--- config.mk ---
export PLATFORM = sky130hd
export DESIGN_NAME = pmvid_manager
export DESIGN_NICKNAME = d
export VERILOG_FILES = /design/src/rtl/pmvid_manager.v
export VERILOG_INCLUDE_DIRS = /design/src /design/src/rtl
export SDC_FILE = /design/constraint.sdc
export NUM_CORES = 2
export LEC_CHECK = 0
export ABC_AREA = 0
export ABC_CLOCK_PERIOD_IN_PS = 57800
export BUFFER_PORTS_ARGS = -buffer_cell sky130_fd_sc_hd__buf_2
export CORE_ASPECT_RATIO = 0.5
export CORE_MARGIN = 4
export CORE_UTILIZATION = 40
export CTS_CLUSTER_SIZE = 20
export DETAILED_ROUTE_END_ITERATION = 8
export MAX_ROUTING_LAYER = met4
export PLACE_DENSITY = 0.55
export SLEW_MARGIN = 40
export SYNTH_ARGS = -nofsm -noshare
export SYNTH_HDL_FRONTEND = slang
export SYNTH_SLANG_ARGS = --single-unit
--- constraint.sdc ---
create_clock -name hclk -period 57.8 [get_ports hclk]
set_input_delay 2.89 -clock hclk [delete_from_list [all_inputs] [get_ports hclk]]
set_output_delay 2.89 -clock hclk [all_outputs]
set_load 0.05 [all_outputs]
--- src/rtl/pmvid_consts.vh ---
// Constants for the power-management voltage link manager
`ifndef PMVID_CONSTS_VH
`define PMVID_CONSTS_VH

// Register byte offsets
`define PMVID_CTRL_OFS 8'h00
`define PMVID_ADDR_LO_OFS 8'h04
`define PMVID_ADDR_HI_OFS 8'h08
`define PMVID_COEF_MB_OFS 8'h0c
`define PMVID_COEF_RN_OFS 8'h10
`define PMVID_VOUT_OFS 8'h14
`define PMVID_STATUS_OFS 8'h18
`define PMVID_IRQ_STAT_OFS 8'h1c
`define PMVID_IRQ_MASK_OFS 8'h20
`define PMVID_SLV_RX_OFS 8'h24
`define PMVID_CODE_OFS 8'h28

// Control field positions
`define PMVID_CTRL_EN 0
`define PMVID_CTRL_MASTER 1
`define PMVID_CTRL_FAST 2
`define PMVID_CTRL_FMT_LO 3
`define PMVID_CTRL_FMT_HI 4
`define PMVID_CTRL_VOLTS 5
`define PMVID_CTRL_PAGE_EN 6
`define PMVID_CTRL_PAGE_SEL 7
`define PMVID_CTRL_PAGE_LO 8
`define PMVID_CTRL_PAGE_HI 15
`define PMVID_CTRL_ALERT 16
`define PMVID_CTRL_OWN_LO 24
`define PMVID_CTRL_OWN_HI 30
`define PMVID_CTRL_RST 32'h0000_0000

// Output formats
`define PMVID_FMT_AUTO 2'h0
`define PMVID_FMT_DIRECT 2'h1
`define PMVID_FMT_LINEAR 2'h2

// Bus commands and page code
`define PMVID_CMD_PAGE 8'h00
`define PMVID_CMD_VOUT 8'h21
`define PMVID_PAGE_ALL 8'hff

// Interrupt bits
`define PMVID_IRQ_DONE 0
`define PMVID_IRQ_NACK 1
`define PMVID_IRQ_SLV_RX 2
`define PMVID_IRQ_CFG_ERR 3

// Timing
`define PMVID_CLK_HZ 50000000
`define PMVID_RATE_STD_HZ 100000
`define PMVID_RATE_FAST_HZ 400000

`endif

--- src/rtl/pmvid_manager.v ---
// Voltage link manager: AHB-Lite registers, bus master encoder and slave responder
// Behaviour
// - master bus clock runs at 100 kHz or 400 kHz, chosen by a control bit.
// - eight seven-bit regulator addresses held; first must be non-zero in master mode.
// - slave mode answers at its own configured seven-bit address.
// - addressing, rate, format and page settings matter only in master mode.
// - output code format is auto, direct or linear; auto is computed as direct, with no discovery.
// - direct and auto use signed sixteen-bit slope and offset coefficients.
// - direct and auto use a signed eight-bit decimal exponent.
// - linear format uses a five-bit two's complement exponent, -16 to 15.
// - requested voltage is read in millivolts or volts per a unit setting.
// - with paging on, a page command selecting all channels precedes the output command.
// - optionally the page command carries a chosen page value instead.
// - both modes use data and clock lines; alert is used only in slave mode.
// - alert line is active low, asserted by pulling low.
// - with the feature disabled, no bus or alert pin is driven.
// - user access is flagged only after the voltage setup completes.
//
// Design decisions made here: the register offsets and register access over AHB-Lite.
`include "pmvid_consts.vh"
`timescale 1ns/10ps
`default_nettype none

module pmvid_manager (
   input wire hclk,
   input wire hresetn,
   input wire hsel,
   input wire [31:0] haddr,
   input wire [1:0] htrans,
   input wire hwrite,
   input wire [2:0] hsize,
   input wire [31:0] hwdata,
   input wire hready,
   output reg [31:0] hrdata,
   output wire hreadyout,
   output wire hresp,
   input wire pm_bus_clock_pin_i,
   output wire pm_bus_clock_pin_o,
   output wire pm_bus_clock_pin_oe,
   input wire pm_bus_data_pin_i,
   output wire pm_bus_data_pin_o,
   output wire pm_bus_data_pin_oe,
   output wire pm_bus_alert_n_pin_o,
   output wire pm_bus_alert_n_pin_oe,
   output wire irq,
   output reg user_ready
);

   localparam integer STD_Q = (`PMVID_CLK_HZ + 4 * `PMVID_RATE_STD_HZ - 1)
      / (4 * `PMVID_RATE_STD_HZ);
   localparam integer FAST_Q = (`PMVID_CLK_HZ + 4 * `PMVID_RATE_FAST_HZ - 1)
      / (4 * `PMVID_RATE_FAST_HZ);

   localparam [2:0] M_IDLE = 3'h0;
   localparam [2:0] M_CALC = 3'h1;
   localparam [2:0] M_START = 3'h2;
   localparam [2:0] M_BIT = 3'h3;
   localparam [2:0] M_ACK = 3'h4;
   localparam [2:0] M_STOP = 3'h5;

   localparam [1:0] S_IDLE = 2'h0;
   localparam [1:0] S_RX = 2'h1;
   localparam [1:0] S_ACK = 2'h2;

   // Register file
   reg [31:0] ctrl_reg;
   reg [31:0] addr_lo_reg;
   reg [31:0] addr_hi_reg;
   reg [31:0] coef_mb_reg;
   reg [12:0] coef_rn_reg;
   reg [15:0] vout_reg;
   reg [3:0] irq_stat_reg;
   reg [3:0] irq_mask_reg;
   reg [15:0] slv_rx_reg;
   reg [15:0] code_reg;

   wire vid_en = ctrl_reg[`PMVID_CTRL_EN];
   wire master = ctrl_reg[`PMVID_CTRL_MASTER];
   wire [1:0] fmt = ctrl_reg[`PMVID_CTRL_FMT_HI:`PMVID_CTRL_FMT_LO];
   wire unit_volts = ctrl_reg[`PMVID_CTRL_VOLTS];
   wire page_en = ctrl_reg[`PMVID_CTRL_PAGE_EN];
   wire [7:0] page_val = ctrl_reg[`PMVID_CTRL_PAGE_SEL] ?
      ctrl_reg[`PMVID_CTRL_PAGE_HI:`PMVID_CTRL_PAGE_LO] : `PMVID_PAGE_ALL;
   wire [6:0] own_addr = ctrl_reg[`PMVID_CTRL_OWN_HI:`PMVID_CTRL_OWN_LO];
   wire [63:0] addr_all = {addr_hi_reg, addr_lo_reg};

   // Regulator addresses, one byte lane each, bit 7 unused
   wire [6:0] dev_addr [0:7];
   genvar gi;
   generate
      for (gi = 0; gi < 8; gi = gi + 1) begin : g_addr
         assign dev_addr[gi] = addr_all[gi * 8 +: 7];
      end
   endgenerate

   // AHB-Lite slave, zero wait states
   reg ph_wr_reg;
   reg [7:0] ph_addr_reg;
   wire take = hsel & htrans[1] & hready;
   wire rd_take = take & ~hwrite;
   wire wr_now = ph_wr_reg;
   wire go = wr_now && (ph_addr_reg == `PMVID_VOUT_OFS);
   wire irq_clr = rd_take && (haddr[7:0] == `PMVID_IRQ_STAT_OFS);
   wire hi_ok = (haddr[31:8] == 24'h00_0000);
   reg m_busy;

   assign hreadyout = 1'b1;
   assign hresp = 1'b0;

   always @(posedge hclk or negedge hresetn) begin
      if (!hresetn) begin
         ph_wr_reg <= 1'b0;
         ph_addr_reg <= 8'h00;
      end else begin
         ph_wr_reg <= take & hwrite;
         ph_addr_reg <= haddr[7:0];
      end
   end

   always @(posedge hclk or negedge hresetn) begin
      if (!hresetn) begin
         ctrl_reg <= `PMVID_CTRL_RST;
         addr_lo_reg <= 32'h0000_0000;
         addr_hi_reg <= 32'h0000_0000;
         coef_mb_reg <= 32'h0000_0000;
         coef_rn_reg <= 13'h0000;
         vout_reg <= 16'h0000;
         irq_mask_reg <= 4'h0;
      end else if (wr_now) begin
         case (ph_addr_reg)
            `PMVID_CTRL_OFS: ctrl_reg <= hwdata & 32'h7f01_ffff;
            `PMVID_ADDR_LO_OFS: addr_lo_reg <= hwdata & 32'h7f7f_7f7f;
            `PMVID_ADDR_HI_OFS: addr_hi_reg <= hwdata & 32'h7f7f_7f7f;
            `PMVID_COEF_MB_OFS: coef_mb_reg <= hwdata;
            `PMVID_COEF_RN_OFS: coef_rn_reg <= hwdata[12:0];
            `PMVID_VOUT_OFS: vout_reg <= hwdata[15:0];
            `PMVID_IRQ_MASK_OFS: irq_mask_reg <= hwdata[3:0];
            default: ;
         endcase
      end
   end

   always @(posedge hclk or negedge hresetn) begin
      if (!hresetn) begin
         hrdata <= 32'h0000_0000;
      end else if (rd_take) begin
         if (!hi_ok) begin
            hrdata <= 32'h0000_0000;
         end else begin
            case (haddr[7:0])
               `PMVID_CTRL_OFS: hrdata <= ctrl_reg;
               `PMVID_ADDR_LO_OFS: hrdata <= addr_lo_reg;
               `PMVID_ADDR_HI_OFS: hrdata <= addr_hi_reg;
               `PMVID_COEF_MB_OFS: hrdata <= coef_mb_reg;
               `PMVID_COEF_RN_OFS: hrdata <= {19'h0_0000, coef_rn_reg};
               `PMVID_VOUT_OFS: hrdata <= {16'h0000, vout_reg};
               `PMVID_STATUS_OFS: hrdata <= {29'h0000_0000,
                  pm_bus_alert_n_pin_oe, user_ready, m_busy};
               `PMVID_IRQ_STAT_OFS: hrdata <= {28'h000_0000, irq_stat_reg};
               `PMVID_IRQ_MASK_OFS: hrdata <= {28'h000_0000, irq_mask_reg};
               `PMVID_SLV_RX_OFS: hrdata <= {16'h0000, slv_rx_reg};
               `PMVID_CODE_OFS: hrdata <= {16'h0000, code_reg};
               default: hrdata <= 32'h0000_0000;
            endcase
         end
      end
   end

   // Pin synchronisers; only the second stage and its delayed copy feed logic
   reg [1:0] scl_sync_reg;
   reg [1:0] sda_sync_reg;
   reg scl_d_reg;
   reg sda_d_reg;
   wire scl_s = scl_sync_reg[1];
   wire sda_s = sda_sync_reg[1];

   always @(posedge hclk or negedge hresetn) begin
      if (!hresetn) begin
         scl_sync_reg <= 2'h3;
         sda_sync_reg <= 2'h3;
         scl_d_reg <= 1'b1;
         sda_d_reg <= 1'b1;
      end else begin
         scl_sync_reg <= {scl_sync_reg[0], pm_bus_clock_pin_i};
         sda_sync_reg <= {sda_sync_reg[0], pm_bus_data_pin_i};
         scl_d_reg <= scl_s;
         sda_d_reg <= sda_s;
      end
   end

   // Quarter-bit enable for the master clock
   reg [7:0] div_reg;
   wire [7:0] div_top = ctrl_reg[`PMVID_CTRL_FAST] ? FAST_Q[7:0] - 8'h01
      : STD_Q[7:0] - 8'h01;
   wire qtick = (div_reg == 8'h00);

   always @(posedge hclk or negedge hresetn) begin
      if (!hresetn) begin
         div_reg <= 8'h00;
      end else if (qtick || div_reg > div_top) begin
         div_reg <= div_top;
      end else begin
         div_reg <= div_reg - 8'h01;
      end
   end

   // Byte to send in a master transaction
   function [7:0] mbyte;
      input [6:0] adr;
      input txn;
      input [1:0] idx;
      input [7:0] page;
      input [15:0] code;
      begin
         case ({txn, idx})
            3'h0: mbyte = {adr, 1'b0};
            3'h1: mbyte = `PMVID_CMD_PAGE;
            3'h2: mbyte = page;
            3'h4: mbyte = {adr, 1'b0};
            3'h5: mbyte = `PMVID_CMD_VOUT;
            3'h6: mbyte = code[7:0];
            3'h7: mbyte = code[15:8];
            default: mbyte = 8'hff;
         endcase
      end
   endfunction

   reg [2:0] m_st;
   reg [1:0] q_reg;
   reg scl_lvl_reg;
   reg sda_lvl_reg;
   reg [7:0] sh_reg;
   reg [2:0] bit_reg;
   reg [2:0] dev_reg;
   reg txn_reg;
   reg [1:0] bidx_reg;
   reg abort_reg;
   reg ack_bad_reg;
   reg signed [47:0] acc_reg;
   reg signed [8:0] exp_reg;
   reg ev_done;
   reg ev_nack;
   reg ev_cfg;
   reg ev_srx;

   wire signed [15:0] coef_m = coef_mb_reg[15:0];
   wire signed [15:0] coef_b = coef_mb_reg[31:16];
   wire signed [7:0] coef_r = coef_rn_reg[7:0];
   wire signed [4:0] lin_n = coef_rn_reg[12:8];
   // Start write lands this edge
   wire [15:0] vin = go ? hwdata[15:0] : vout_reg;
   wire signed [16:0] vx = {1'b0, vin};
   wire signed [33:0] dir_val = coef_m * vx + coef_b;
   wire [4:0] lin_neg = 5'h00 - lin_n;
   wire signed [47:0] lin_val = lin_n[4] ? ({32'h0000_0000, vin} << lin_neg)
      : ({32'h0000_0000, vin} >> lin_n);
   // Millivolt requests carry an extra decade of three toward volts
   wire signed [8:0] unit_adj = unit_volts ? 9'sd0 : -9'sd3;
   wire last_byte = (bidx_reg == (txn_reg ? 2'h3 : 2'h2));
   wire next_ok = (dev_reg != 3'h7) && (dev_addr[dev_reg + 3'h1] != 7'h00);
   wire [7:0] cur_byte = mbyte(dev_addr[dev_reg], txn_reg, bidx_reg, page_val,
      code_reg);

   always @(posedge hclk or negedge hresetn) begin
      if (!hresetn) begin
         m_st <= M_IDLE;
         q_reg <= 2'h0;
         scl_lvl_reg <= 1'b1;
         sda_lvl_reg <= 1'b1;
         sh_reg <= 8'h00;
         bit_reg <= 3'h0;
         dev_reg <= 3'h0;
         txn_reg <= 1'b0;
         bidx_reg <= 2'h0;
         abort_reg <= 1'b0;
         ack_bad_reg <= 1'b0;
         acc_reg <= 48'sh0;
         exp_reg <= 9'sh0;
         code_reg <= 16'h0000;
         m_busy <= 1'b0;
         ev_done <= 1'b0;
         ev_nack <= 1'b0;
         ev_cfg <= 1'b0;
      end else begin
         ev_done <= 1'b0;
         ev_nack <= 1'b0;
         ev_cfg <= 1'b0;
         if (qtick && m_st != M_IDLE && m_st != M_CALC) begin
            q_reg <= q_reg + 2'h1;
         end
         case (m_st)
            M_IDLE: begin
               m_busy <= 1'b0;
               q_reg <= 2'h0;
               if (go && vid_en && master) begin
                  if (dev_addr[0] == 7'h00) begin
                     ev_cfg <= 1'b1;
                  end else begin
                     m_busy <= 1'b1;
                     m_st <= M_CALC;
                     if (fmt == `PMVID_FMT_LINEAR) begin
                        acc_reg <= lin_val;
                        exp_reg <= unit_adj;
                     end else begin
                        acc_reg <= {{14{dir_val[33]}}, dir_val};
                        exp_reg <= {coef_r[7], coef_r} + unit_adj;
                     end
                  end
               end
            end
            M_CALC: begin
               if (exp_reg > 9'sd0) begin
                  acc_reg <= acc_reg * 10;
                  exp_reg <= exp_reg - 9'sd1;
               end else if (exp_reg < 9'sd0) begin
                  acc_reg <= acc_reg / 10;
                  exp_reg <= exp_reg + 9'sd1;
               end else begin
                  code_reg <= acc_reg[15:0];
                  dev_reg <= 3'h0;
                  txn_reg <= ~page_en;
                  bidx_reg <= 2'h0;
                  abort_reg <= 1'b0;
                  m_st <= M_START;
               end
            end
            M_START: if (qtick) begin
               case (q_reg)
                  2'h0: begin
                     sda_lvl_reg <= 1'b1;
                     scl_lvl_reg <= 1'b1;
                  end
                  2'h1: sda_lvl_reg <= 1'b0;
                  2'h2: scl_lvl_reg <= 1'b0;
                  default: begin
                     sh_reg <= cur_byte;
                     bit_reg <= 3'h0;
                     m_st <= M_BIT;
                  end
               endcase
            end
            M_BIT: if (qtick) begin
               case (q_reg)
                  2'h0: sda_lvl_reg <= sh_reg[7];
                  2'h1: scl_lvl_reg <= 1'b1;
                  2'h2: ;
                  default: begin
                     scl_lvl_reg <= 1'b0;
                     sh_reg <= {sh_reg[6:0], 1'b0};
                     bit_reg <= bit_reg + 3'h1;
                     if (bit_reg == 3'h7) begin
                        m_st <= M_ACK;
                     end
                  end
               endcase
            end
            M_ACK: if (qtick) begin
               case (q_reg)
                  2'h0: sda_lvl_reg <= 1'b1;
                  2'h1: scl_lvl_reg <= 1'b1;
                  2'h2: ack_bad_reg <= sda_s;
                  default: begin
                     scl_lvl_reg <= 1'b0;
                     if (ack_bad_reg) begin
                        abort_reg <= 1'b1;
                        m_st <= M_STOP;
                     end else if (last_byte) begin
                        m_st <= M_STOP;
                     end else begin
                        bidx_reg <= bidx_reg + 2'h1;
                        sh_reg <= mbyte(dev_addr[dev_reg], txn_reg, bidx_reg + 2'h1,
                           page_val, code_reg);
                        bit_reg <= 3'h0;
                        m_st <= M_BIT;
                     end
                  end
               endcase
            end
            M_STOP: if (qtick) begin
               case (q_reg)
                  2'h0: sda_lvl_reg <= 1'b0;
                  2'h1: scl_lvl_reg <= 1'b1;
                  2'h2: sda_lvl_reg <= 1'b1;
                  default: begin
                     bidx_reg <= 2'h0;
                     if (abort_reg) begin
                        ev_nack <= 1'b1;
                        m_st <= M_IDLE;
                     end else if (!txn_reg) begin
                        txn_reg <= 1'b1;
                        m_st <= M_START;
                     end else if (next_ok) begin
                        dev_reg <= dev_reg + 3'h1;
                        txn_reg <= ~page_en;
                        m_st <= M_START;
                     end else begin
                        ev_done <= 1'b1;
                        m_st <= M_IDLE;
                     end
                  end
               endcase
            end
            default: m_st <= M_IDLE;
         endcase
      end
   end

   // Slave responder: write transfers to the own address only
   reg [1:0] s_st;
   reg [3:0] s_cnt;
   reg [7:0] s_sh;
   reg s_first;
   reg s_cmd_phase;
   reg s_drv;
   wire s_on = vid_en & ~master;
   wire scl_rise = scl_s & ~scl_d_reg;
   wire scl_fall = ~scl_s & scl_d_reg;
   wire bus_start = scl_s & scl_d_reg & sda_d_reg & ~sda_s;
   wire bus_stop = scl_s & scl_d_reg & ~sda_d_reg & sda_s;

   always @(posedge hclk or negedge hresetn) begin
      if (!hresetn) begin
         s_st <= S_IDLE;
         s_cnt <= 4'h0;
         s_sh <= 8'h00;
         s_first <= 1'b0;
         s_cmd_phase <= 1'b0;
         s_drv <= 1'b0;
         slv_rx_reg <= 16'h0000;
         ev_srx <= 1'b0;
      end else begin
         ev_srx <= 1'b0;
         if (!s_on || bus_stop) begin
            s_st <= S_IDLE;
            s_drv <= 1'b0;
         end else if (bus_start) begin
            s_st <= S_RX;
            s_cnt <= 4'h0;
            s_first <= 1'b1;
            s_cmd_phase <= 1'b1;
            s_drv <= 1'b0;
         end else begin
            case (s_st)
               S_IDLE: s_drv <= 1'b0;
               S_RX: begin
                  if (scl_rise && s_cnt != 4'h8) begin
                     s_sh <= {s_sh[6:0], sda_s};
                     s_cnt <= s_cnt + 4'h1;
                  end else if (scl_fall && s_cnt == 4'h8) begin
                     if (s_first) begin
                        if (s_sh == {own_addr, 1'b0}) begin
                           s_drv <= 1'b1;
                           s_st <= S_ACK;
                        end else begin
                           s_st <= S_IDLE;
                        end
                     end else begin
                        s_drv <= 1'b1;
                        s_st <= S_ACK;
                        ev_srx <= 1'b1;
                        if (s_cmd_phase) begin
                           slv_rx_reg[7:0] <= s_sh;
                        end else begin
                           slv_rx_reg[15:8] <= s_sh;
                        end
                     end
                  end
               end
               S_ACK: if (scl_fall) begin
                  s_drv <= 1'b0;
                  s_cnt <= 4'h0;
                  s_cmd_phase <= s_first;
                  s_first <= 1'b0;
                  s_st <= S_RX;
               end
               default: s_st <= S_IDLE;
            endcase
         end
      end
   end

   // Interrupts: set wins over the read clear
   wire [3:0] irq_ev;
   assign irq_ev[`PMVID_IRQ_DONE] = ev_done;
   assign irq_ev[`PMVID_IRQ_NACK] = ev_nack;
   assign irq_ev[`PMVID_IRQ_SLV_RX] = ev_srx;
   assign irq_ev[`PMVID_IRQ_CFG_ERR] = ev_cfg;
   assign irq = |(irq_stat_reg & irq_mask_reg);

   always @(posedge hclk or negedge hresetn) begin
      if (!hresetn) begin
         irq_stat_reg <= 4'h0;
         user_ready <= 1'b0;
      end else begin
         irq_stat_reg <= (irq_clr ? 4'h0 : irq_stat_reg) | irq_ev;
         // Core access waits for a completed setup; disabling withdraws it
         if (!vid_en) begin
            user_ready <= 1'b0;
         end else if (ev_done || (ev_srx && s_cmd_phase == 1'b0
            && slv_rx_reg[7:0] == `PMVID_CMD_VOUT)) begin
            user_ready <= 1'b1;
         end
      end
   end

   // Open-drain pins: only ever pulled low, nothing driven while disabled
   assign pm_bus_clock_pin_o = 1'b0;
   assign pm_bus_data_pin_o = 1'b0;
   assign pm_bus_alert_n_pin_o = 1'b0;
   assign pm_bus_clock_pin_oe = vid_en & master & ~scl_lvl_reg;
   assign pm_bus_data_pin_oe = vid_en & (master ? ~sda_lvl_reg : s_drv);
   assign pm_bus_alert_n_pin_oe = s_on & ctrl_reg[`PMVID_CTRL_ALERT];

endmodule // pmvid_manager

`default_nettype wire

==> results.md <==
STA:
- Setup repair after global routing left no endpoint under its margin.
- In this run the tightest slew margin relative to its limit is 0.415.
- The final cycle utilization of the critical path is 0.447.
- The number of max-slew violations in the final report was 0.
- Setup violations remaining at the end of the flow were counted as 0.
- Based on the critical path, the design can be clocked at up to 38.7 MHz.
- In the final timing run, aggregate negative setup slack is 0 ns.
- The worst-margin pin slew is 0.866 ns.
- The final critical path time including I/O delays and setup is 25.82 ns.
- The clock skew after layout is 0.0277 ns.
- The hold violation total from the final report is 0.

Setup path:
- The cell with the largest stage delay on the worst path is sky130_fd_sc_hd__o41ai_1.
- STA puts the critical path data required time at 58.27 ns.
- The beginning of the critical path is acc_reg[1].
- The endpoint identified for the worst register-to-register timing path is acc_reg[32].
- The arrival time at the worst endpoint is 26.30 ns.
- The largest fanout on the critical path is 17.
- Measured in cells, the most critical reg-to-reg path has a length of 73.
- The end point of the critical path is acc_reg[32].
- The worst setup path is captured at a flop.
- The startpoint identified for the worst register-to-register timing path is acc_reg[1].
- The setup path with the least slack is of type reg2reg.
- The type of element launching the critical path is a flop.
- The register-to-register path setup slack is 31.98 ns.
- The maximum cell stage delay along the critical path is 0.81 ns.

Yosys:
- The number of enable flip-flop cells after synthesis is 0.
- The post-synthesis cell type with the largest combined area is sky130_fd_sc_hd__dfrtp_1.
- The post-synthesis area per instance is 8.61 sq um.
- The fraction of post-synthesis cell area in the top cell type by area is 0.208.
- The share of flip-flops with an asynchronous set or reset after synthesis is 1.00.
- The commonest cells after synthesis are sky130_fd_sc_hd__nand2_1 (470), sky130_fd_sc_hd__inv_1 (344), sky130_fd_sc_hd__dfrtp_1 (334).
- The share of the Yosys chip area taken by registers is 0.213.
- The count of mapped cells out of synthesis is 4676.
- The total number of yosys warnings is 0.
- In this run, distinct cell masters in the synthesized netlist total 132.
- The area of the mapped netlist is 40300 sq um.
- After synthesis, the cell types taking the most area are sky130_fd_sc_hd__dfrtp_1 (21%), sky130_fd_sc_hd__fa_1 (11%), sky130_fd_sc_hd__ha_1 (7.9%), sky130_fd_sc_hd__mux2_2 (5.1%), sky130_fd_sc_hd__nand2_1 (4.4%).
- The cell with the most instances after synthesis is sky130_fd_sc_hd__nand2_1.
- The count of state elements after synthesis is 342.
- The commonest register cell after synthesis is sky130_fd_sc_hd__dfrtp_1.

CTS:
- The clock latency reported for the late side of the worst-skew pair is 0.59 ns.
- The total number of H-tree levels is 2.
- The number of clock sinks is 342.
- The root buffer cell chosen for the clock tree is sky130_fd_sc_hd__clkbuf_16.
- The number of buffers created by CTS is 38.
- The count of hold-fix buffers inserted at cts is 0.
- The buffer levels on the longest clock path is 3.
- The number of cells upsized or downsized after cts is 0.
- The clock-pin slew of the registers on the worst-case setup and hold paths is 0.07 ns.
- TritonCTS built the clock tree.
- The number of buffers added for setup after CTS is 0.

Global route:
- The number of global-route vias before repair came to 35500.
- In the global route stage, overall resource usage came out at 0.268.
- The residual overflow from global routing is 0.
- The number of antenna violations at the first check in global routing came to 3.
- The maximum number of pins on one net before global-route repair is 98.
- The first-pass GRT wire length is 219000 um.

Route:
- The count of nets left with antenna violations once routing finished came out at 0.
- After detailed routing, the average wire length per cell comes to 23.4 um.
- In this run, the number of DRC markers left after iteration 0 of detailed routing was 4025.
- The detailed-route vias per instance is 6.17.
- For this run, the detailed router's first-pass iteration total came to 8.
- The number of vias after detailed routing is 37100.
- The final routed wirelength across all metal layers is 141000 um.
- The number of remaining DRC errors is 0.

Die:
- The number of rows in the core area is 81.
- The die width is 457 um.
- The die is 232 um tall.
- The area of the die is 106000 sq um.
- The number of top-level pins is 118.
- After floorplanning, the core was sized to cover 98800 sq um.
- The effective utilization at floorplan is 0.408.

Placed design:
- The detailed placer's ending HPWL is 107000 um.
- The number of buffers inserted by port buffering is 108.
- The placed instances occupy a cell area of 42300 sq um.
- The count of placed standard cells including taps is 5933.
- The congestion estimate from routability-driven global placement came to 0.961.

Cells and area:
- The number of nets in the final layout is 5205.
- With fillers left out, the area of the finished cells amounts to 43700 sq um.
- The non-filler instance count after layout is 6004.
- The fill cell total of the finished layout is 9761.
- Of the cells placed in the final design, the portion with a size suffix greater than 1 is 0.127.
- The number of flip-flops in the largest register is 48.
- Measured on the finished design, the core utilization comes to 0.442.
- The post-synthesis to final-layout area growth is 8.41%.

Outcome:
- The flow ran to the end, and the final reports show no timing, DRC or antenna violations.

Job:
- The number of maximum-capacitance violations is 0.

Min path:
- The path class of the tightest hold or removal check is reg2reg.
worst min path at each step:
stage,slack (ns),startpoint,cells after the start,to
detailed placement,0.35,sda_sync_reg[0],0,sda_sync_reg[1]
global route,0.36,sda_sync_reg[0],0,sda_sync_reg[1]
global placement,0.35,sda_sync_reg[0],0,sda_sync_reg[1]
finish,0.36,sda_sync_reg[0],0,sda_sync_reg[1]
CTS,0.36,sda_sync_reg[0],0,sda_sync_reg[1]
floorplan,0.35,scl_sync_reg[0],0,scl_sync_reg[1]
area by class of cell:
| class | count | area (sq um) | share of cell area |
|---|---|---|---|
| clock inverters | 11 | 161 | 0.00370 |
| multi-input cells | 3726 | 29700 | 0.679 |
| flip-flops and latches | 342 | 8580 | 0.196 |
| diodes | 3 | 7.51 | 0.000172 |
| repair buffers | 186 | 1180 | 0.0271 |
| inverters | 352 | 1320 | 0.0303 |
| well taps | 1328 | 1660 | 0.0381 |
| clock buffers | 56 | 1080 | 0.0247 |
routing by layer:
metal | up-vias | GRT usage | share of wire
met4 | 0 | 0.0403 | 0.014
met3 | 126 | 0.0407 | 0.079
met1 | 18600 | 0.399 | 0.48
met5 | - | - | 0
met2 | 1402 | 0.389 | 0.43
li1 | 17000 | - | -
critical path, delay by kind of cell, from the launching register on:
kind                       cells  cell delay (ns)
AOI/OAI and AO/OA             40            15.03
and+or+nand+nor               19             6.31
muxes                          6             2.03
adders and majority gates      3             0.74
xor gates and xnor gates       2             0.61
DFF                            1             0.52
buffers and inverters          3             0.43
cells by family (layout without fill, tap and decap cells):
logic type | count (synthesis) | after routing | synth area share
multiplexers | 266 | 266 | 0.0788
buffers and inverters | 611 | 605 | 0.0594
adder cells (fa/ha/maj) | 488 | 488 | 0.194
flip-flops | 342 | 342 | 0.213
AND/OR/NAND/NOR | 1390 | 1390 | 0.167
other | 2 | 8 | 0.000187
XOR/XNOR | 217 | 217 | 0.0472
AO/OA/AOI/OAI | 1360 | 1360 | 0.240
per-stage QoR:
step | hold WS, ns | setup slack (ns)
2_1_floorplan | 0.345 | 38.51
3_3_place_gp | 0.346 | 31.71
3_5_place_dp | 0.347 | 32.54
4_1_cts | 0.356 | 32.47
5_1_grt | 0.361 | 30.18
6_report | 0.356 | 31.98
layout by cell type, fill, tap and decap left out, types with 78 or more instances in the layout:
cell	netlist	final
sky130_fd_sc_hd__nand2_1	470	470
sky130_fd_sc_hd__o21ai_0	215	214
sky130_fd_sc_hd__xnor2_1	136	121
sky130_fd_sc_hd__buf_2	25	108
sky130_fd_sc_hd__ha_1	254	253
sky130_fd_sc_hd__inv_1	344	343
sky130_fd_sc_hd__nand3_1	98	98
sky130_fd_sc_hd__and2_1	119	119
sky130_fd_sc_hd__fa_1	229	229
sky130_fd_sc_hd__a21oi_1	304	302
sky130_fd_sc_hd__nor3_1	94	92
sky130_fd_sc_hd__dfrtp_1	334	328
sky130_fd_sc_hd__mux2_2	182	182
sky130_fd_sc_hd__a211oi_1	78	78
sky130_fd_sc_hd__nor2_1	304	296
Power is left out: the tool's default activity adds up to more than one toggle a clock period on the data nets, which glitch-free logic cannot reach.
